### config.mk
export PLATFORM = sky130hd
export DESIGN_NAME = urxe_rx_endpoint_ctrl
export DESIGN_NICKNAME = d
export VERILOG_FILES = /design/src/rtl/urxe_pkg.sv /design/src/rtl/urxe_rx_endpoint_ctrl.sv
export SDC_FILE = /design/constraint.sdc
export NUM_CORES = 1
export LEC_CHECK = 0
export BUFFER_PORTS_ARGS = -buffer_cell sky130_fd_sc_hd__buf_2
export CORE_MARGIN = 1.5
export CORE_UTILIZATION = 38
export DETAILED_ROUTE_END_ITERATION = 12
export PLACE_DENSITY_LB_ADDON = 0.15
export SYNTH_ARGS = -nofsm -noshare
export SYNTH_HDL_FRONTEND = slang
export SYNTH_SLANG_ARGS = --single-unit
### constraint.sdc
create_clock -name CLK -period 2.3 [get_ports CLK]
set_input_delay 0.345 -clock CLK [delete_from_list [all_inputs] [get_ports CLK]]
set_output_delay 0.345 -clock CLK [all_outputs]
set_load 0.02 [all_outputs]
### src/rtl/urxe_pkg.sv
// Constants shared by the receive endpoint control and status block.
// Assumes a 32-bit register bus with one 16-bit register in the low half of each word.
package urxe_pkg;
   // Register byte offsets on the bus
   localparam logic [7:0] URXE_OFF_DEV_CSR = 8'h00;
   localparam logic [7:0] URXE_OFF_HOST_CSR = 8'h04;
   localparam logic [7:0] URXE_OFF_IRQ_STATUS = 8'h08;
   localparam logic [7:0] URXE_OFF_IRQ_CLEAR = 8'h0C;
   localparam logic [7:0] URXE_OFF_IRQ_ENABLE = 8'h10;
   // Control/status field positions; ISO device view only, TWE and TOG host view only
   localparam int URXE_B_ISO = 14;
   localparam int URXE_B_DMA = 13;
   localparam int URXE_B_NYET = 12;
   localparam int URXE_B_TWE = 10;
   localparam int URXE_B_TOG = 9;
   localparam int URXE_B_TRST = 7;
   localparam int URXE_B_STALL = 6;
   localparam int URXE_B_REQ = 5;
   localparam int URXE_B_FLUSH = 4;
   localparam int URXE_B_CRC = 3;
   localparam int URXE_B_OVR = 2;
   localparam int URXE_B_FULL = 1;
   localparam int URXE_B_RDY = 0;
   // Interrupt status bit positions
   localparam int URXE_IRQ_W = 5;
   localparam int URXE_I_RDY = 0;
   localparam int URXE_I_STALL_SENT = 1;
   localparam int URXE_I_OVERRUN = 2;
   localparam int URXE_I_RX_STALL = 3;
   localparam int URXE_I_ERROR = 4;
   // Handshake codes toward the packet engine
   localparam logic [1:0] URXE_HS_ACK = 2'h0;
   localparam logic [1:0] URXE_HS_NAK = 2'h1;
   localparam logic [1:0] URXE_HS_NYET = 2'h2;
   localparam logic [1:0] URXE_HS_STALL = 2'h3;
   // Bus responses
   localparam logic [1:0] URXE_RESP_OKAY = 2'h0;
   localparam logic [1:0] URXE_RESP_SLVERR = 2'h2;
   // Reset value of every register and of idle read data
   localparam logic [31:0] URXE_ZERO_WORD = 32'h0000_0000;
   // Byte lanes holding the 16-bit registers
   localparam int URXE_LANE_LO = 0;
   localparam int URXE_LANE_HI = 1;
endpackage

### src/rtl/urxe_rx_endpoint_ctrl.sv
// Receive endpoint control and status: register views, handshake choice, interrupts.
// Assumes a packet engine that reports each finished data phase as a one-cycle pulse,
// and an AXI4-Lite master on the register side; one clock, synchronous reset.
//
// Overview of operation
// [RQ1] Bit 14 selects isochronous versus bulk handling
// [RQ2] DMA request only while bit 13 set
// [RQ3] Bit 12 set: ACK always, never NYET
// [RQ4] NYET suppression matters only at high speed
// [RQ5] Bit 7 write clears toggle, reads zero
// [RQ6] STALL sent: flag, flush, drop packet ready
// [RQ7] Bit 5 held high answers with STALL
// [RQ8] Stall request ignored for isochronous endpoint
// [RQ9] Bit 4 drops next packet, clears ready
// [RQ10] Flush ignored unless packet ready is set
// [RQ11] CRC error flag follows packet ready
// [RQ12] Error and overrun read zero in bulk
// [RQ13] Unstorable OUT packet sets sticky overrun
// [RQ14] Full flag shows no room, read only
// [RQ15] Packet received sets ready and interrupts
// [RQ16] Host toggle write enable self clears
// [RQ17] Host bit 9 shows toggle, gated write
// [RQ18] Host bit 5 requests IN, clears on ready
// [RQ19] Software writes zero to clear flags
//
// The address map and the AXI4-Lite interface to the registers were left to the implementer.
`timescale 1ns/1ps
`default_nettype none
module urxe_rx_endpoint_ctrl
   import urxe_pkg::*;
#(
   parameter int ADDR_W = 8,
   parameter int FIFO_PACKETS = 2
) (
   input wire logic CLK,
   input wire logic RESET,
   input wire logic [ADDR_W-1:0] S_AXI_AWADDR,
   input wire logic S_AXI_AWVALID,
   output logic S_AXI_AWREADY,
   input wire logic [31:0] S_AXI_WDATA,
   input wire logic [3:0] S_AXI_WSTRB,
   input wire logic S_AXI_WVALID,
   output logic S_AXI_WREADY,
   output logic [1:0] S_AXI_BRESP,
   output logic S_AXI_BVALID,
   input wire logic S_AXI_BREADY,
   input wire logic [ADDR_W-1:0] S_AXI_ARADDR,
   input wire logic S_AXI_ARVALID,
   output logic S_AXI_ARREADY,
   output logic [31:0] S_AXI_RDATA,
   output logic [1:0] S_AXI_RRESP,
   output logic S_AXI_RVALID,
   input wire logic S_AXI_RREADY,
   input wire logic HOST_MODE,
   input wire logic HIGH_SPEED,
   input wire logic PKT_DONE,
   input wire logic PKT_CRC_ERR,
   input wire logic STALL_RECEIVED,
   input wire logic NAK_TIMEOUT,
   input wire logic NO_RESPONSE,
   output logic HS_VALID,
   output logic [1:0] HS_CODE,
   output logic FIFO_FLUSH,
   output logic IN_REQUEST,
   output logic TOGGLE_STATE,
   output logic ISO_MODE,
   output logic RX_BUFFER_FULL,
   output logic DMA_REQ,
   output logic IRQ
);
   // Packet slot counter width
   // One spare value keeps full distinct from empty
   localparam int CNT_W = $clog2(FIFO_PACKETS + 1);
   localparam logic [CNT_W-1:0] DEPTH_C = CNT_W'(FIFO_PACKETS);
   localparam logic [CNT_W-1:0] ONE_C = CNT_W'(1);
   localparam logic [CNT_W-1:0] EMPTY_C = CNT_W'(0);

   // Whole state of the block
   typedef struct packed {
      logic aw_held;                 // Write address captured
      logic [ADDR_W-1:0] aw_addr;
      logic w_held;                  // Write data captured
      logic [31:0] w_data;
      logic [3:0] w_strb;
      logic awready;
      logic wready;
      logic bvalid;
      logic [1:0] bresp;
      logic arready;
      logic rvalid;
      logic [31:0] rdata;
      logic [1:0] rresp;
      logic iso;                     // Isochronous handling
      logic dma_en;                  // DMA request enable
      logic nyet_off;                // Suppress NYET handshakes
      logic stall_req;               // Device stall request
      logic stall_sent;              // Device STALL went out
      logic overrun;                 // Packet could not be stored
      logic crc_err;                 // Presented packet had CRC/stuff error
      logic ready;                   // Packet ready for software
      logic toggle;                  // Receive data toggle
      logic rx_stall;                // Host saw a STALL
      logic in_req;                  // Host IN request pending
      logic nak_to;                  // Host bulk NAK timeout
      logic error;                   // Host no-response error
      logic [CNT_W-1:0] count;       // Packets held in the FIFO
      logic [URXE_IRQ_W-1:0] irq_status;
      logic [URXE_IRQ_W-1:0] irq_enable;
      logic hs_valid;
      logic [1:0] hs_code;
      logic flush;
      logic dma_req;
      logic irq;
      logic full;
   } urxe_state_s;

   urxe_state_s s;
   urxe_state_s next_s;

   // Next state: bus first, then link events so hardware sets win over clears
   always_comb begin
      logic [15:0] wd;
      logic lo;
      logic hi;
      logic wr_fire;
      logic dev_hit;
      logic host_hit;
      logic stall_on;
      logic [URXE_IRQ_W-1:0] ev;
      logic [15:0] dev_view;
      logic [15:0] host_view;
      wd = s.w_data[15:0];
      lo = s.w_strb[URXE_LANE_LO];
      hi = s.w_strb[URXE_LANE_HI];
      wr_fire = s.aw_held && s.w_held && !s.bvalid;
      // Only the low address byte is decoded
      dev_hit = wr_fire && (s.aw_addr[7:0] == URXE_OFF_DEV_CSR);
      host_hit = wr_fire && (s.aw_addr[7:0] == URXE_OFF_HOST_CSR);
      stall_on = s.stall_req && !s.iso;  // [RQ8]
      ev = '0;
      // Views start at zero so reserved bits read zero
      dev_view = '0;
      host_view = '0;
      next_s = s;
      next_s.hs_valid = 1'b0;
      next_s.flush = 1'b0;

      // Capture address and data independently, in either order
      if (S_AXI_AWVALID && s.awready) begin
         next_s.aw_held = 1'b1;
         next_s.aw_addr = S_AXI_AWADDR;
      end
      if (S_AXI_WVALID && s.wready) begin
         next_s.w_held = 1'b1;
         next_s.w_data = S_AXI_WDATA;
         next_s.w_strb = S_AXI_WSTRB;
      end
      // Write response after both halves are in
      if (wr_fire) begin
         next_s.aw_held = 1'b0;
         next_s.w_held = 1'b0;
         next_s.bvalid = 1'b1;
         case (s.aw_addr[7:0])
            URXE_OFF_DEV_CSR, URXE_OFF_HOST_CSR, URXE_OFF_IRQ_CLEAR,
            URXE_OFF_IRQ_ENABLE: next_s.bresp = URXE_RESP_OKAY;
            default: next_s.bresp = URXE_RESP_SLVERR;
         endcase
      end else if (s.bvalid && S_AXI_BREADY) begin
         next_s.bvalid = 1'b0;
      end

      // Fields common to both views, high byte
      if ((dev_hit || host_hit) && hi) begin
         next_s.dma_en = wd[URXE_B_DMA];                   // [RQ2]
         next_s.nyet_off = wd[URXE_B_NYET];                // [RQ3]
      end
      // Device-only high byte
      if (dev_hit && hi) begin
         next_s.iso = wd[URXE_B_ISO];                      // [RQ1]
      end
      // Host toggle write: enable is a strobe that never stays set
      // Not stored, so the enable always reads zero
      if (host_hit && hi && wd[URXE_B_TWE]) begin
         next_s.toggle = wd[URXE_B_TOG];                   // [RQ16] [RQ17]
      end
      // Low byte, both views
      if ((dev_hit || host_hit) && lo) begin
         if (wd[URXE_B_TRST]) begin
            next_s.toggle = 1'b0;                          // [RQ5]
         end
         // Each drop removes one packet; the next shows at the same edge
         // Flush drops only a presented packet
         if (wd[URXE_B_FLUSH] && s.ready) begin            // [RQ10]
            next_s.count = s.count - ONE_C;                // [RQ9]
            next_s.ready = 1'b0;
            next_s.crc_err = 1'b0;
            next_s.flush = 1'b1;
         end else if (!wd[URXE_B_RDY] && s.ready) begin
            // Ready written low: packet unloaded
            next_s.count = s.count - ONE_C;                // [RQ19]
            next_s.ready = 1'b0;
            next_s.crc_err = 1'b0;                         // [RQ11]
         end
      end
      // Device low byte
      if (dev_hit && lo) begin
         next_s.stall_sent = s.stall_sent && wd[URXE_B_STALL];
         next_s.stall_req = wd[URXE_B_REQ];                // [RQ7]
         next_s.overrun = s.overrun && wd[URXE_B_OVR];     // [RQ13]
      end
      // Host low byte
      if (host_hit && lo) begin
         next_s.rx_stall = s.rx_stall && wd[URXE_B_STALL];
         next_s.nak_to = s.nak_to && wd[URXE_B_CRC];
         next_s.error = s.error && wd[URXE_B_OVR];
         if (wd[URXE_B_REQ]) begin
            next_s.in_req = 1'b1;                          // [RQ18]
         end
      end
      // Interrupt clear and enable
      // Clear is write-one per bit; enable is a copy
      if (wr_fire && lo && s.aw_addr[7:0] == URXE_OFF_IRQ_CLEAR) begin
         next_s.irq_status = s.irq_status & ~wd[URXE_IRQ_W-1:0];
      end
      if (wr_fire && lo && s.aw_addr[7:0] == URXE_OFF_IRQ_ENABLE) begin
         next_s.irq_enable = wd[URXE_IRQ_W-1:0];
      end

      // Finished data phase from the bus partner
      if (PKT_DONE) begin
         if (!HOST_MODE && stall_on) begin
            // Answer with STALL and drop everything held
            // Answered at the data phase, not the token
            next_s.hs_valid = 1'b1;
            next_s.hs_code = URXE_HS_STALL;                // [RQ7]
            next_s.stall_sent = 1'b1;                      // [RQ6]
            next_s.count = EMPTY_C;
            next_s.ready = 1'b0;
            next_s.crc_err = 1'b0;
            next_s.flush = 1'b1;
            ev[URXE_I_STALL_SENT] = 1'b1;
         end else if (PKT_CRC_ERR && !s.iso) begin
            // Corrupt bulk packet: silently discarded, partner retries
            next_s.hs_valid = 1'b0;
         end else if (next_s.count == DEPTH_C) begin
            // No room left for this packet
            if (s.iso) begin
               next_s.overrun = 1'b1;                      // [RQ13]
               ev[URXE_I_OVERRUN] = 1'b1;
            end else if (!HOST_MODE) begin
               // Partner retries once software makes room
               next_s.hs_valid = 1'b1;
               next_s.hs_code = URXE_HS_NAK;
            end
         end else begin
            // Store the packet
            next_s.count = next_s.count + ONE_C;
            // Limitation: a queued packet loses its error mark
            if (s.iso && PKT_CRC_ERR && !next_s.ready) begin
               next_s.crc_err = 1'b1;                      // [RQ11]
            end
            if (!s.iso) begin
               next_s.toggle = !next_s.toggle;             // [RQ1]
               if (!HOST_MODE) begin
                  next_s.hs_valid = 1'b1;
                  // NYET only at high speed when this packet fills the FIFO
                  if (HIGH_SPEED && !s.nyet_off && next_s.count == DEPTH_C) begin // [RQ4]
                     next_s.hs_code = URXE_HS_NYET;
                  end else begin
                     next_s.hs_code = URXE_HS_ACK;         // [RQ3]
                  end
               end
            end
         end
      end
      // Host-side link events
      // Timeouts and retries exist for bulk only
      if (HOST_MODE && STALL_RECEIVED) begin
         next_s.rx_stall = 1'b1;
         ev[URXE_I_RX_STALL] = 1'b1;
      end
      if (HOST_MODE && NAK_TIMEOUT && !s.iso) begin
         next_s.nak_to = 1'b1;
         ev[URXE_I_ERROR] = 1'b1;
      end
      if (HOST_MODE && NO_RESPONSE && !s.iso) begin
         next_s.error = 1'b1;
         ev[URXE_I_ERROR] = 1'b1;
      end
      // Present the next held packet to software
      if (!next_s.ready && next_s.count != EMPTY_C) begin
         next_s.ready = 1'b1;                              // [RQ15]
         next_s.in_req = 1'b0;                             // [RQ18]
         ev[URXE_I_RDY] = 1'b1;
      end
      // Sticky status; a new event beats a same-cycle clear
      next_s.irq_status = next_s.irq_status | ev;
      next_s.irq = |(next_s.irq_status & next_s.irq_enable);
      next_s.full = (next_s.count == DEPTH_C);             // [RQ14]
      next_s.dma_req = next_s.dma_en && next_s.ready;      // [RQ2]

      // Register views; write-only bits read zero
      dev_view[URXE_B_ISO] = s.iso;
      dev_view[URXE_B_DMA] = s.dma_en;
      dev_view[URXE_B_NYET] = s.nyet_off;
      dev_view[URXE_B_STALL] = s.stall_sent;
      dev_view[URXE_B_REQ] = s.stall_req;
      dev_view[URXE_B_CRC] = s.iso && s.crc_err;          // [RQ12]
      dev_view[URXE_B_OVR] = s.iso && s.overrun;          // [RQ12]
      dev_view[URXE_B_FULL] = s.full;
      dev_view[URXE_B_RDY] = s.ready;
      host_view[URXE_B_DMA] = s.dma_en;
      host_view[URXE_B_NYET] = s.nyet_off;
      host_view[URXE_B_TOG] = s.toggle;                   // [RQ17]
      host_view[URXE_B_STALL] = s.rx_stall;
      host_view[URXE_B_REQ] = s.in_req;
      host_view[URXE_B_CRC] = s.iso ? s.crc_err : s.nak_to;
      host_view[URXE_B_OVR] = !s.iso && s.error;
      host_view[URXE_B_FULL] = s.full;
      host_view[URXE_B_RDY] = s.ready;

      // Read channel: one answer per address
      // Data comes from state before this edge
      if (S_AXI_ARVALID && s.arready) begin
         next_s.rvalid = 1'b1;
         next_s.rresp = URXE_RESP_OKAY;
         next_s.rdata = URXE_ZERO_WORD;
         case (S_AXI_ARADDR[7:0])
            URXE_OFF_DEV_CSR: next_s.rdata[15:0] = dev_view;
            URXE_OFF_HOST_CSR: next_s.rdata[15:0] = host_view;
            URXE_OFF_IRQ_STATUS: next_s.rdata[URXE_IRQ_W-1:0] = s.irq_status;
            URXE_OFF_IRQ_ENABLE: next_s.rdata[URXE_IRQ_W-1:0] = s.irq_enable;
            URXE_OFF_IRQ_CLEAR: next_s.rdata = URXE_ZERO_WORD;
            default: next_s.rresp = URXE_RESP_SLVERR;
         endcase
      end else if (s.rvalid && S_AXI_RREADY) begin
         next_s.rvalid = 1'b0;
      end
      // Ready flags: accept only with a free holding slot
      // Low while a response waits: one transfer at a time
      next_s.awready = !next_s.aw_held && !next_s.bvalid;
      next_s.wready = !next_s.w_held && !next_s.bvalid;
      next_s.arready = !next_s.rvalid;
   end

   // Single state register, synchronous reset
   // Whole struct clears, so outputs start low
   always_ff @(posedge CLK) begin
      if (RESET) begin
         s <= '0;
      end else begin
         s <= next_s;
      end
   end

   // Every output straight from the state register
   // No logic after the flops, so no glitches
   assign S_AXI_AWREADY = s.awready;
   assign S_AXI_WREADY = s.wready;
   assign S_AXI_BRESP = s.bresp;
   assign S_AXI_BVALID = s.bvalid;
   assign S_AXI_ARREADY = s.arready;
   assign S_AXI_RDATA = s.rdata;
   assign S_AXI_RRESP = s.rresp;
   assign S_AXI_RVALID = s.rvalid;
   assign HS_VALID = s.hs_valid;
   assign HS_CODE = s.hs_code;
   assign FIFO_FLUSH = s.flush;
   assign IN_REQUEST = s.in_req;
   assign TOGGLE_STATE = s.toggle;
   assign ISO_MODE = s.iso;
   assign RX_BUFFER_FULL = s.full;
   assign DMA_REQ = s.dma_req;
   assign IRQ = s.irq;
endmodule
`default_nettype wire

* Word level (Yosys, flattened, before mapping)
Cells that the tools add are included.
** Word-level totals
- Memories kept :: 0
- Bits of input ports :: 66
- Latch bits :: 0
- Flip-flop bits (word level) :: 103
- Output and inout bits :: 51
- ROM bits :: 0
- Memory bits (writable) :: 0
** Cells by class
- Magnitude comparators :: 0
- Multipliers :: 0
- Shift-type cells :: 0
- Muxes and demuxes :: 72
- Reductions and logical operators :: 71
- Equal/unequal tests :: 13
- Divide/modulo/power cells :: 0
- Add/subtract/negate cells :: 2
- Bitwise logic cells :: 5
** Operator list (number)
- $logic_and A1 B1 Y1 :: 45
- $mux W1 :: 40
- $mux W37 :: 1
- $mux W2 :: 17
- $eq A8 B4 Y1 const B :: 3
- $mux W3 :: 7
- $pmux W10 S2 :: 1
- $pmux W5 S4 :: 1
- $eq A8 B3 Y1 const B :: 2
- $eq A8 B5 Y1 const B :: 2
- $logic_not A8 Y1 :: 2
- $mux W5 :: 3
- $logic_not A1 Y1 :: 12
- $and A5 B5 Y5 :: 2
- $reduce_or A5 Y1 :: 2
- $mux W9 :: 1
- $reduce_bool A2 Y1 :: 4
- $eq A2 B2 Y1 const B :: 3
- $not A5 Y5 :: 1
- $or A5 B5 Y5 :: 1
- $mux W4 :: 1
- $ne A2 B1 Y1 const B :: 2
- $reduce_and A4 Y1 :: 1
- $reduce_or A2 Y1 :: 2
- other kinds (7) :: 7

* Logic depth before layout (Yosys ltp)
Gate-level depths: netlist of run 1.
- Depth in word-level cells :: 21
- Mapped depth :: 10
- Mapped depth without buffers :: 9

* Least setup slack after synthesis of run 1
Ideal clock, no wire load.
- Path kind :: register to register
- From :: reg s[113] in the netlist's numbering
- To :: reg s, in the netlist IRQ
- Required time :: 2.216 ns
- Stages on the path, launching flop included :: 11
- Path slack :: -0.257 ns
- Data arrival time :: 2.472 ns
- Cell sequence :: dfxtp_1 > or3_2 > buf_6 > or3_4 > nor3_4 > xor2_2 > ha_1 > a21oi_1 > o211ai_1 > o211a_1 > o31ai_2
** Between the ends
- Longest elaborated chain between the ends :: 16
- Elaborated cells on any way between the ends :: 33
- Classes of those cells :: add/sub: 1; eq/ne: 4; mux: 15; bitwise: 2; reduce/logical: 11
** RTL lines
- start: declaration :: RTL line urxe_rx_endpoint_ctrl.sv:117 : urxe_state_s s;
- start signal: assignment :: RTL line urxe_rx_endpoint_ctrl.sv:352 : s <= next_s;
- $eq A8 B3 Y1 / $logic_not A8 Y1 (equally long branches) :: RTL line urxe_rx_endpoint_ctrl.sv:138, urxe_rx_endpoint_ctrl.sv:137
- $logic_and A1 B1 Y1, on equally long branches :: RTL line urxe_rx_endpoint_ctrl.sv:138, urxe_rx_endpoint_ctrl.sv:137
- $logic_or A1 B1 Y1 :: RTL line urxe_rx_endpoint_ctrl.sv:187 : if ((dev_hit || host_hit) && lo) begin
- $logic_and A1 B1 Y1 :: RTL line urxe_rx_endpoint_ctrl.sv:187
- $mux W2 :: RTL line urxe_rx_endpoint_ctrl.sv:187
- $add A2 B1 Y2 / $eq A2 B2 Y1 (equally long branches) :: RTL line urxe_rx_endpoint_ctrl.sv:257, urxe_rx_endpoint_ctrl.sv:245
- $mux W2 :: RTL line urxe_rx_endpoint_ctrl.sv:245 : end else if (next_s.count == DEPTH_C) begin
- $mux W2 :: RTL line urxe_rx_endpoint_ctrl.sv:242 : end else if (PKT_CRC_ERR && !s.iso) begin
- $mux W2 :: RTL line urxe_rx_endpoint_ctrl.sv:231 : if (!HOST_MODE && stall_on) begin
- $mux W2 :: RTL line urxe_rx_endpoint_ctrl.sv:230 : if (PKT_DONE) begin
- $reduce_bool A2 Y1 :: RTL line urxe_rx_endpoint_ctrl.sv:291 : if (!next_s.ready && next_s.count != EMPTY_C) begin
- $logic_and A1 B1 Y1 :: RTL line urxe_rx_endpoint_ctrl.sv:291
- $mux W1 :: RTL line urxe_rx_endpoint_ctrl.sv:291
- $or A5 B5 Y5 :: RTL line urxe_rx_endpoint_ctrl.sv:297 : next_s.irq_status = next_s.irq_status | ev;
- $and A5 B5 Y5 (*) :: RTL line urxe_rx_endpoint_ctrl.sv:298 : next_s.irq = |(next_s.irq_status & next_s.irq_enable);
- $reduce_or A5 Y1 (*) :: RTL line urxe_rx_endpoint_ctrl.sv:298
Every way passes the cells marked *; elsewhere a longest branch is shown, timed or not.
A chain may end at the register's enable or synchronous reset.

* Worst setup path in the final report of run 1
- From :: reg s[114] in the netlist's numbering
- To :: reg s, in the netlist IRQ
Same word-level chain as after synthesis.

==> results of run 1 <==
[cell families after synthesis]
| family | count (synthesis) | share of synthesized area [%] |
|---|---|---|
| mux | 13 | 4.15 |
| xor+xnor | 3 | 1.18 |
| compound gates | 88 | 15.3 |
| other cells | 1 | 0.107 |
| simple gates | 176 | 24.2 |
| buf+inv | 63 | 11.5 |
| flops | 75 | 42.9 |
| fa+ha+maj | 2 | 0.715 |
[synth_stat cells, drive strengths merged, types with 3 or more instances]
cell type / count
inv: 7
o22ai: 5
dfxtp: 75
nor2b: 9
nor4: 6
nor2: 40
and2: 6
o21ai: 12
buf: 41
a211oi: 4
nand3: 9
clkbuf: 15
mux2i: 11
a222oi: 3
a22oi: 4
a31oi: 4
a21oi: 44
nand2: 77
nor3: 12
or3: 4
[worst max-delay path: stages, from the launching register on]
cell	delay, ns
dfxtp_2	0.32
or4_4	0.53
or3_4	0.39
nor3_4	0.16
xor2_2	0.18
ha_1	0.27
a21oi_2	0.15
o211ai_1	0.10
o211a_1	0.16
o31ai_2	0.22
[power by group]
part           total, mW  internal (mW)  switching, mW
registers           1.38           1.35         0.0327
clock network       1.12          0.642          0.476
logic              0.390          0.158          0.232
total               2.89           2.15          0.741
[per-layer routing]
| layer | share of wire (%) | GRT usage, % | up-vias |
|---|---|---|---|
| met5 | 0 | 0 | - |
| met4 | 1.1 | 5.82 | 0 |
| met3 | 5.5 | 3.90 | 7 |
| li1 | - | - | 1555 |
| met2 | 49 | 31.2 | 90 |
| met1 | 45 | 22.9 | 1385 |
[cell type report]
| class | count | area [um2] |
|---|---|---|
| clock buffers | 12 | 145 |
| clock inverters | 4 | 73.8 |
| fillers | 907 | 4550 |
| inverters | 7 | 26.3 |
| multi-input cells | 305 | 1740 |
| flip-flops and latches | 75 | 1500 |
| well taps | 108 | 135 |
| repair buffers | 106 | 632 |
[what timing repair did]
action	CTS	global route
buffers inserted	5	0
gates resized for setup	3	6
pin swaps	11	3
setup endpoints to repair	11	12
[worst min-delay path by stage]
stage,from,cells past startpoint,slack (ns),endpoint
3_5_place_dp,S_AXI_RDATA[14],2,0.44,S_AXI_RDATA[14]
3_3_place_gp,S_AXI_RDATA[6],2,0.44,S_AXI_RDATA[6]
5_1_grt,S_AXI_WDATA[9],3,0.22,s[86]
4_1_cts,S_AXI_AWADDR[5],3,0.21,s[115]
6_report,S_AXI_WDATA[7],3,0.23,s[84]
2_1_floorplan,s[89],2,0.43,s[29]
==> impl_summary.txt, run 1 <==
----------------------------------------------------
[Floorplan]
  Starting density of the core ... 39.8%
  Total number of placement rows ... 34
  Core Box Area ... 8810 um2
  Die Outline Area ... 9800 um2
  Overall die width ... 99.0 um
  Die H ... 99.0 um
  Top Ports ... 117

[Layout]
  Register with the most flip-flops ... s
  Highest-count cells in the layout ignoring fill and taps ... nand2_1, dfxtp_1, buf_2
  Share of post-route cells with drive strength above 1 ... 28.7%
  Number of flip-flops under the largest register name ... 47
  Area grow syn2layout ... 21.6%
  Finished Core Util ... 48.3%
  Number of nets in the finished design ... 572
  Post-route cell area ... 4260 um2
  # diodes ... 0
  Leading cell type in the layout, fill and taps excluded ... nand2_1
  Final cell count without fillers ... 617

[Yosys]
  Warning count from the yosys run ... 0
  Total standard cell area after synthesis ... 3500 um2
  Portion of the post-synthesis area used by sequential elements ... 42.9%
  Portion of synthesized cell area occupied by the leading cell type ... 42.9%
  Most area-hungry cell type in the Yosys netlist ... dfxtp_1
  Mean instance size in the synthesized netlist ... 8.32 um2
  Count of flip-flops with a built-in enable after synthesis ... 0
  Main synth FF type ... dfxtp_1
  Synth area leaders ... dfxtp_1, nand2_1, buf_4
  Synthesis-stage register bit count ... 75
  Cell count after synthesis ... 421
  Fraction of registers with async set or reset after synthesis ... 0%
  Yosys cell types ... 55

[Worst setup path]
  Endpoint kind of the worst setup timing path ... flop
  Reg2reg start ... s[114]
  Critical path launch point ... s[114]
  Worst-path fanout max ... 3
  Data required time at the worst endpoint ... 2.56 ns
  Endpoint of the most critical register-to-register path ... IRQ
  Path depth of the worst reg2reg path ... 9
  CP startpoint kind ... flop
  Crit path DAT ... 2.82 ns
  Worst reg-to-reg setup slack ... -0.26 ns
  Category of the most critical setup path ... flop to flop
  Critical path capture point ... IRQ

[Clocking]
  CTS hold repair buffers ... 0
  Largest buffer count on any clock path ... 2
  Total number of H-tree levels ... 3
  Clock latency at the later pin of the worst-skew pair ... 0.35 ns
  CTS Root Buffer Type ... clkbuf_8
  Clock tree from TritonCTS ... yes
  Clock transition at the registers of the reported paths ... 0.08 ns
  Number of buffers added by the clock tree synthesis step ... 9
  Number of clock sinks ... 75

[Power]
  Largest voltage drop on the vdd net ... 0.000319 V
  Total power ... 2.89 mW
  Cell area power density ... 679 nW/um2
  Leakage power summed over all cells ... 1.79 nW

[GRT]
  Number of antenna violations at the first check in global routing ... 0
  Vias in the first global route ... 2944
  Pin count of the biggest net entering global routing ... 55
  Global-route congestion overflow total ... 0
  Global-route wire length before repair ... 14.2 mm
  Aggregate global-route resource usage ... 18.2%

[Run]
  Number of violations of the max-capacitance limit ... 0

[Routing]
  Count of unresolved DRC violations after routing ... 6
  Detailed Routing Iterations Pass 1 ... 9
  Via count ... 3037
  Wire length reported by the detailed router ... 8.59 mm
  Remaining number of nets flagged by the antenna check after routing ... 0
  Vias per cell ... 4.92
  DR WL/cell ... 13.9 um
  Iter 0 DRT Violations ... 121

[Timing]
  Maximum clock rate ... 391 MHz
  Clock Skew ... 0.00992 ns
  Worst-case headroom to the max-slew limit ... 59.4%
  Hold Violations, Final ... 0
  Min cycle time layout ... 2.56 ns
  Fin crit share ... 111%
  Fin. max-slew vios ... 0
  Final-layout worst hold slack ... 0.230 ns
  Aggregate negative setup slack ... -1.54 ns
  Setup violation total in the final timing report ... 11
  Transition time of the tightest slew-check pin ... 0.609 ns
  RSZ-0062 raised after global routing ... true
  Setup slack after layout ... -0.256 ns

[Run status]
  Outcome ... finished with violations
  Failing checks ... design-rule violations, negative setup slack

[Place]
  Hpwl dp ... 6.56 mm
  Area after DPL ... 3970 um2
  Routability congestion estimate ... 0.884
  Setup slack at placement ... -0.312 ns
  # port buffers ... 72
  Placed Cells ... 598

[Worst hold path]
  Min-Delay Path Class ... input pin to flop

----------------------------------------------------
(Power assumes the default switching activity.)
==> inputs of run 2 (changes only) <==
Settings changed: PLACE_DENSITY set to 0.65, PLACE_DENSITY_LB_ADDON 0.15 to not set.
==> run 2 against run 1 <==
The flow still finishes with violations (design-rule violations, negative setup slack). Via count increased by 1.0%. Sequential share of layout area grew 0.20 points. Design area shrank 0.56%. Total power rose by 2.5%. Largest cell class unchanged.
==> impl_summary.txt, run 2 (synthesis gave the netlist of run 1 again) <==
----------------------------------------------------
[Run status]
  Outcome ... finished with violations
  Failing checks ... design-rule violations, negative setup slack

[Place]
  # port buffers ... 72 (unchanged)
  Setup slack at placement ... -0.279 ns (+0.0328 ns)
  Placed Cells ... 597 (-0.17%)
  Hpwl dp ... 6.51 mm (-0.77%)
  Routability congestion estimate ... 0.890 (+0.64%)

[Floorplan]
  Top Ports ... 117 (unchanged)
  Total number of placement rows ... 34 (unchanged)
  Core Box Area ... 8810 um2 (unchanged)
  Starting density of the core ... 39.8% (unchanged)
  Die H ... 99.0 um (unchanged)
  Die Outline Area ... 9800 um2 (unchanged)
  Overall die width ... 99.0 um (unchanged)

[Layout]
  Register with the most flip-flops ... s
  Share of post-route cells with drive strength above 1 ... 28.3% (-0.42 points)
  Number of flip-flops under the largest register name ... 47 (unchanged)
  Finished Core Util ... 48.1% (-0.27 points)
  Leading cell type in the layout, fill and taps excluded ... nand2_1
  Highest-count cells in the layout ignoring fill and taps ... nand2_1, dfxtp_1, buf_2
  Area grow syn2layout ... 20.9%
  Final cell count without fillers ... 614 (-0.49%)
  Number of nets in the finished design ... 569 (-0.52%)
  # diodes ... 0 (unchanged)

[Worst hold path]
  End of the worst hold path ... s[117]
  Min-Delay Path Class ... input pin to flop
  Cell depth of the worst min-delay path ... 3 (unchanged)
  Hold path startpoint ... S_AXI_AWADDR[7]

[Clocking]
  CTS Root Buffer Type ... clkbuf_8
  Clock latency at the later pin of the worst-skew pair ... 0.35 ns (about the same)
  Clock transition at the registers of the reported paths ... 0.08 ns (about the same)
  Total number of H-tree levels ... 3 (unchanged)
  CTS hold repair buffers ... 0 (unchanged)
  Clock tree from TritonCTS ... yes
  Largest buffer count on any clock path ... 2 (unchanged)
  Number of clock sinks ... 75 (unchanged)
  Number of buffers added by the clock tree synthesis step ... 9 (unchanged)

[Timing]
  Aggregate negative setup slack ... -1.08 ns (+0.458 ns)
  Setup violation total in the final timing report ... 10 (-1)
  RSZ-0062 raised after global routing ... true
  Hold Violations, Final ... 0 (unchanged)
  Clock Skew ... 0.0108 ns (+0.000884 ns)
  Fin. max-slew vios ... 0 (unchanged)
  Min cycle time layout ... 2.51 ns (-0.0452 ns)
  Maximum clock rate ... 398 MHz (+1.8%)
  Fin crit share ... 109% (-2.0 points)
  Setup slack after layout ... -0.211 ns (+0.0452 ns)
  Worst-case headroom to the max-slew limit ... 59.8% (+0.40 points)
  Transition time of the tightest slew-check pin ... 0.603 ns (-0.00604 ns)

[Power]
  Leakage power summed over all cells ... 1.78 nW (-0.59%)
  Largest voltage drop on the vdd net ... 0.000414 V (+30%)
  Total power ... 2.96 mW (+2.5%)
  Cell area power density ... 700 nW/um2 (+3.1%)

[Worst setup path]
  Path depth of the worst reg2reg path ... 9 (unchanged)
  Category of the most critical setup path ... flop to flop
  Reg2reg start ... s[114]
  Crit path DAT ... 2.78 ns (-0.04 ns)
  CP startpoint kind ... flop
  Data required time at the worst endpoint ... 2.56 ns (about the same)
  Worst reg-to-reg setup slack ... -0.21 ns (+0.05 ns)
  Worst-path fanout max ... 3 (unchanged)
  Endpoint kind of the worst setup timing path ... flop
  Endpoint of the most critical register-to-register path ... IRQ

[GRT]
  Vias in the first global route ... 2906 (-1.3%)
  Aggregate global-route resource usage ... 17.7% (-0.51 points)
  Global-route wire length before repair ... 13.8 mm (-2.9%)
  Number of antenna violations at the first check in global routing ... 0 (unchanged)
  Global-route congestion overflow total ... 0 (unchanged)
  Pin count of the biggest net entering global routing ... 29 (-47%)

[Routing]
  Count of unresolved DRC violations after routing ... 6 (unchanged)
  Iter 0 DRT Violations ... 126 (+4.1%)
  Remaining number of nets flagged by the antenna check after routing ... 0 (unchanged)
  Wire length reported by the detailed router ... 8.42 mm (-2.0%)
  Vias per cell ... 5.00 (+1.5%)
  Detailed Routing Iterations Pass 1 ... 10 (+1)
  DR WL/cell ... 13.7 um (-1.6%)
  Via count ... 3068 (+1.0%)

[Run]
  Number of violations of the max-capacitance limit ... 0 (unchanged)

----------------------------------------------------
## run 2: cell types whose count changed in the layout (fill, tap and decap cells not counted), sizes merged
cell      previous run  this run
clkinvlp             0         1
buf                106       103
clkinv               2         0
clkbuf              12        13
## run 2: cell type report
cell class              instances  area (um2)
well taps                     108         135
repair buffers                103         597
multi-input cells             305        1720
clock buffers                  13         179
flip-flops and latches         75        1500
clock inverters                 3        67.6
fillers                       885        4570
inverters                       7        26.3
## run 2: critical path, cell delays in order (launching register included)
cell and delay (ns):
dfxtp_2 0.32, or4_4 0.53, or3_4 0.38, nor3_4 0.17, xor2_2 0.17, ha_2 0.29
a21oi_2 0.13, o211ai_1 0.10, o211a_1 0.15, o31ai_2 0.18
## run 2: what timing repair did
item,4_1_cts,5_1_grt
pin swaps,12,11
buffers inserted,2,1
gates resized for setup,6,1
setup endpoints to repair,11,12
## run 2: through the flow
step	hold WS, ns	area, um2
5_1_grt	0.226	4230
4_1_cts	0.216	4240
2_1_floorplan	0.432	3600
6_report	0.227	4230
3_5_place_dp	0.442	3950
3_3_place_gp	0.440	3950
## run 2: worst max path at each step
stage                      to    from
after detailed placement  IRQ  s[114]
after CTS                 IRQ  s[114]
after floorplan           IRQ  s[114]
after global placement    IRQ  s[114]
final                     IRQ  s[114]
after global routing      IRQ  s[114]
## run 2: power breakdown
| part | switching, mW | leakage (nW) | internal (mW) |
|---|---|---|---|
| sequential | 0.0328 | 0.611 | 1.35 |
| clock | 0.480 | 0.122 | 0.730 |
| combinational | 0.223 | 1.04 | 0.147 |
| total | 0.736 | 1.78 | 2.23 |
## run 2: layer usage
metal	up-vias	wire [um]	track usage, %
met4	0	72	4.07
met3	12	536	4.96
li1	1540	-	-
met5	-	0	0
met1	1414	3690	21.4
met2	102	4120	31.2
==> inputs of run 3 (changes only) <==
Settings changed: CAP_MARGIN set to 20, CORE_UTILIZATION 38 to 42, PLACE_DENSITY 0.65 to 0.71.
==> run 3 against run 2 <==
The flow finishes with violations (negative setup slack). Maximum frequency up 0.11%. Sequential share of layout area up 0.30 points. Sequential cell count unchanged. Setup slack better by 0.0026 ns. Global-route usage up 1.2 points. Via count down 1.7%. Register-to-register slack about the same. Total power down 6.9%. Critical endpoint unchanged. Largest power group unchanged.
==> impl_summary.txt, run 3 (synthesis gave the netlist of run 1 again) <==
----------------------------------------------------
[Run]
  Number of violations of the max-capacitance limit ... 0 (unchanged)

[Routing]
  Detailed Routing Iterations Pass 1 ... 4 (-6)
  Via count ... 3015 (-1.7%)
  DR WL/cell ... 13.4 um (-2.3%)
  Wire length reported by the detailed router ... 8.20 mm (-2.6%)
  Count of unresolved DRC violations after routing ... 0 (-6)
  Remaining number of nets flagged by the antenna check after routing ... 0 (unchanged)
  Vias per cell ... 4.93 (-1.4%)
  Iter 0 DRT Violations ... 118 (-6.3%)

[Timing]
  Final-layout worst hold slack ... 0.241 ns (+0.0133 ns)
  Fin. max-slew vios ... 0 (unchanged)
  Setup slack after layout ... -0.208 ns (+0.00265 ns)
  Worst-case headroom to the max-slew limit ... 63.4% (+3.5 points)
  Hold Violations, Final ... 0 (unchanged)
  Clock Skew ... 0.00805 ns (-0.00276 ns)
  Setup violation total in the final timing report ... 10 (unchanged)
  Min cycle time layout ... 2.51 ns (-0.00265 ns)
  Transition time of the tightest slew-check pin ... 0.545 ns (-0.0580 ns)
  Maximum clock rate ... 399 MHz (+0.11%)
  RSZ-0062 raised after global routing ... true
  Fin crit share ... 109% (-0.12 points)

[Floorplan]
  Total number of placement rows ... 33 (-2.9%)
  Core Box Area ... 8130 um2 (-7.6%)
  Die H ... 94.3 um (-4.7%)
  Top Ports ... 117 (unchanged)
  Die Outline Area ... 8890 um2 (-9.2%)
  Overall die width ... 94.3 um (-4.7%)
  Starting density of the core ... 43.0% (+3.3 points)

[Worst hold path]
  Min-Delay Path Class ... input pin to flop
  Hold path startpoint ... S_AXI_WDATA[7]

[Worst setup path]
  Reg2reg start ... s[114]
  CP startpoint kind ... flop
  Worst-path fanout max ... 3 (unchanged)
  Category of the most critical setup path ... flop to flop
  Critical path launch point ... s[114]
  Data required time at the worst endpoint ... 2.51 ns (-0.05 ns)
  Endpoint kind of the worst setup timing path ... flop
  Crit path DAT ... 2.72 ns (-0.06 ns)

[Layout]
  Post-route cell area ... 4200 um2 (-0.83%)
  Area grow syn2layout ... 19.9%
  Leading cell type in the layout, fill and taps excluded ... nand2_1
  # diodes ... 0 (unchanged)
  Fill cells ... 799 (-9.7%)
  Finished Core Util ... 51.6% (+3.5 points)
  Number of flip-flops under the largest register name ... 47 (unchanged)
  Number of nets in the finished design ... 571 (+0.35%)
  Register with the most flip-flops ... s
  Share of post-route cells with drive strength above 1 ... 28.2% (-0.056 points)
  Highest-count cells in the layout ignoring fill and taps ... nand2_1, dfxtp_1, buf_2

[Power]
  Cell area power density ... 657 nW/um2 (-6.2%)
  Largest voltage drop on the vdd net ... 0.000244 V (-41%)
  Leakage power summed over all cells ... 1.76 nW (-0.79%)
  Total power ... 2.76 mW (-6.9%)

[GRT]
  Global-route congestion overflow total ... 0 (unchanged)
  Number of antenna violations at the first check in global routing ... 0 (unchanged)
  Vias in the first global route ... 2703 (-7.0%)
  Aggregate global-route resource usage ... 18.9% (+1.2 points)
  Global-route wire length before repair ... 13.1 mm (-4.8%)
  Pin count of the biggest net entering global routing ... 39 (+34%)

[Clocking]
  Clock latency at the later pin of the worst-skew pair ... 0.34 ns (about the same)
  Clock transition at the registers of the reported paths ... 0.08 ns (about the same)
  CTS Root Buffer Type ... clkbuf_8
  Clock tree from TritonCTS ... yes
  CTS hold repair buffers ... 0 (unchanged)
  Largest buffer count on any clock path ... 2 (unchanged)
  Total number of H-tree levels ... 3 (unchanged)
  Number of buffers added by the clock tree synthesis step ... 9 (unchanged)
  Number of clock sinks ... 75 (unchanged)

[Run status]
  Outcome ... finished with violations
  Failing checks ... negative setup slack

[Place]
  # port buffers ... 72 (unchanged)
  Routability congestion estimate ... 0.886 (-0.48%)
  Hpwl dp ... 6.38 mm (-1.9%)
  Area after DPL ... 3950 um2 (about the same)

----------------------------------------------------
==> run 3: cell types whose count changed in the layout (fill, tap and decap cells not counted), sizes merged <==
cell,change
clkinvlp,-1
buf,+2
bufinv,-1
clkinv,+1
==> run 3: final cells by class <==
type	instances	area (um2)	area share [%]
well taps	105	131	3.13
clock inverters	2	35.0	0.835
clock buffers	13	159	3.79
repair buffers	105	616	14.7
flip-flops and latches	75	1500	35.8
multi-input cells	305	1730	41.1
inverters	7	26.3	0.626
==> run 3: stage by stage <==
stage,setup slack [ns],cells,setup TNS (ns)
floorplan,-0.230,443,-0.894
detailed placement,-0.305,595,-1.88
CTS,-0.277,611,-1.64
finish,-0.208,612,-1.04
global placement,-0.222,595,-1.21
global route,-0.342,612,-2.49
==> run 3: worst paths after layout <==
path                                       end  slack, ns  cells past startpoint
worst max-delay path                       IRQ      -0.21                      9
worst min-delay path                     s[84]       0.24                      3
worst max register to register             IRQ      -0.21                      9
worst min register to register  S_AXI_RDATA[5]       0.45                      2
==> run 3: what timing repair did <==
action,in CTS,in global routing
buffers inserted,1,1
endpoints found under the setup margin,12,14
pin swaps,17,6
resized for setup,8,1
==> run 3: report_power, final <==
| group | internal (mW) | total (mW) | switching (mW) |
|---|---|---|---|
| clock | 0.554 | 1.00 | 0.449 |
| combinational | 0.148 | 0.372 | 0.224 |
| sequential | 1.35 | 1.38 | 0.0325 |
==> run 3: worst max-delay path, stage by stage, from the launching register on <==
cell	delay, ns
dfxtp_2	0.32
or4_4	0.53
or3_4	0.38
nor3_4	0.17
xor2_2	0.10
ha_2	0.21
nand3_2	0.09
nand2_1	0.07
a222oi_1	0.39
o31ai_2	0.12
==> run 3: metal layers <==
layer / track usage (%) / vias to the layer above / part of all wire [%] / routed length (um)
met3: 3.48 / 10 / 4.2 / 345
met2: 31.9 / 74 / 48 / 3960
met5: 0 / - / 0 / 0
met1: 24.6 / 1379 / 46 / 3810
met4: 5.60 / 0 / 1.0 / 85
li1: - / 1552 / - / -
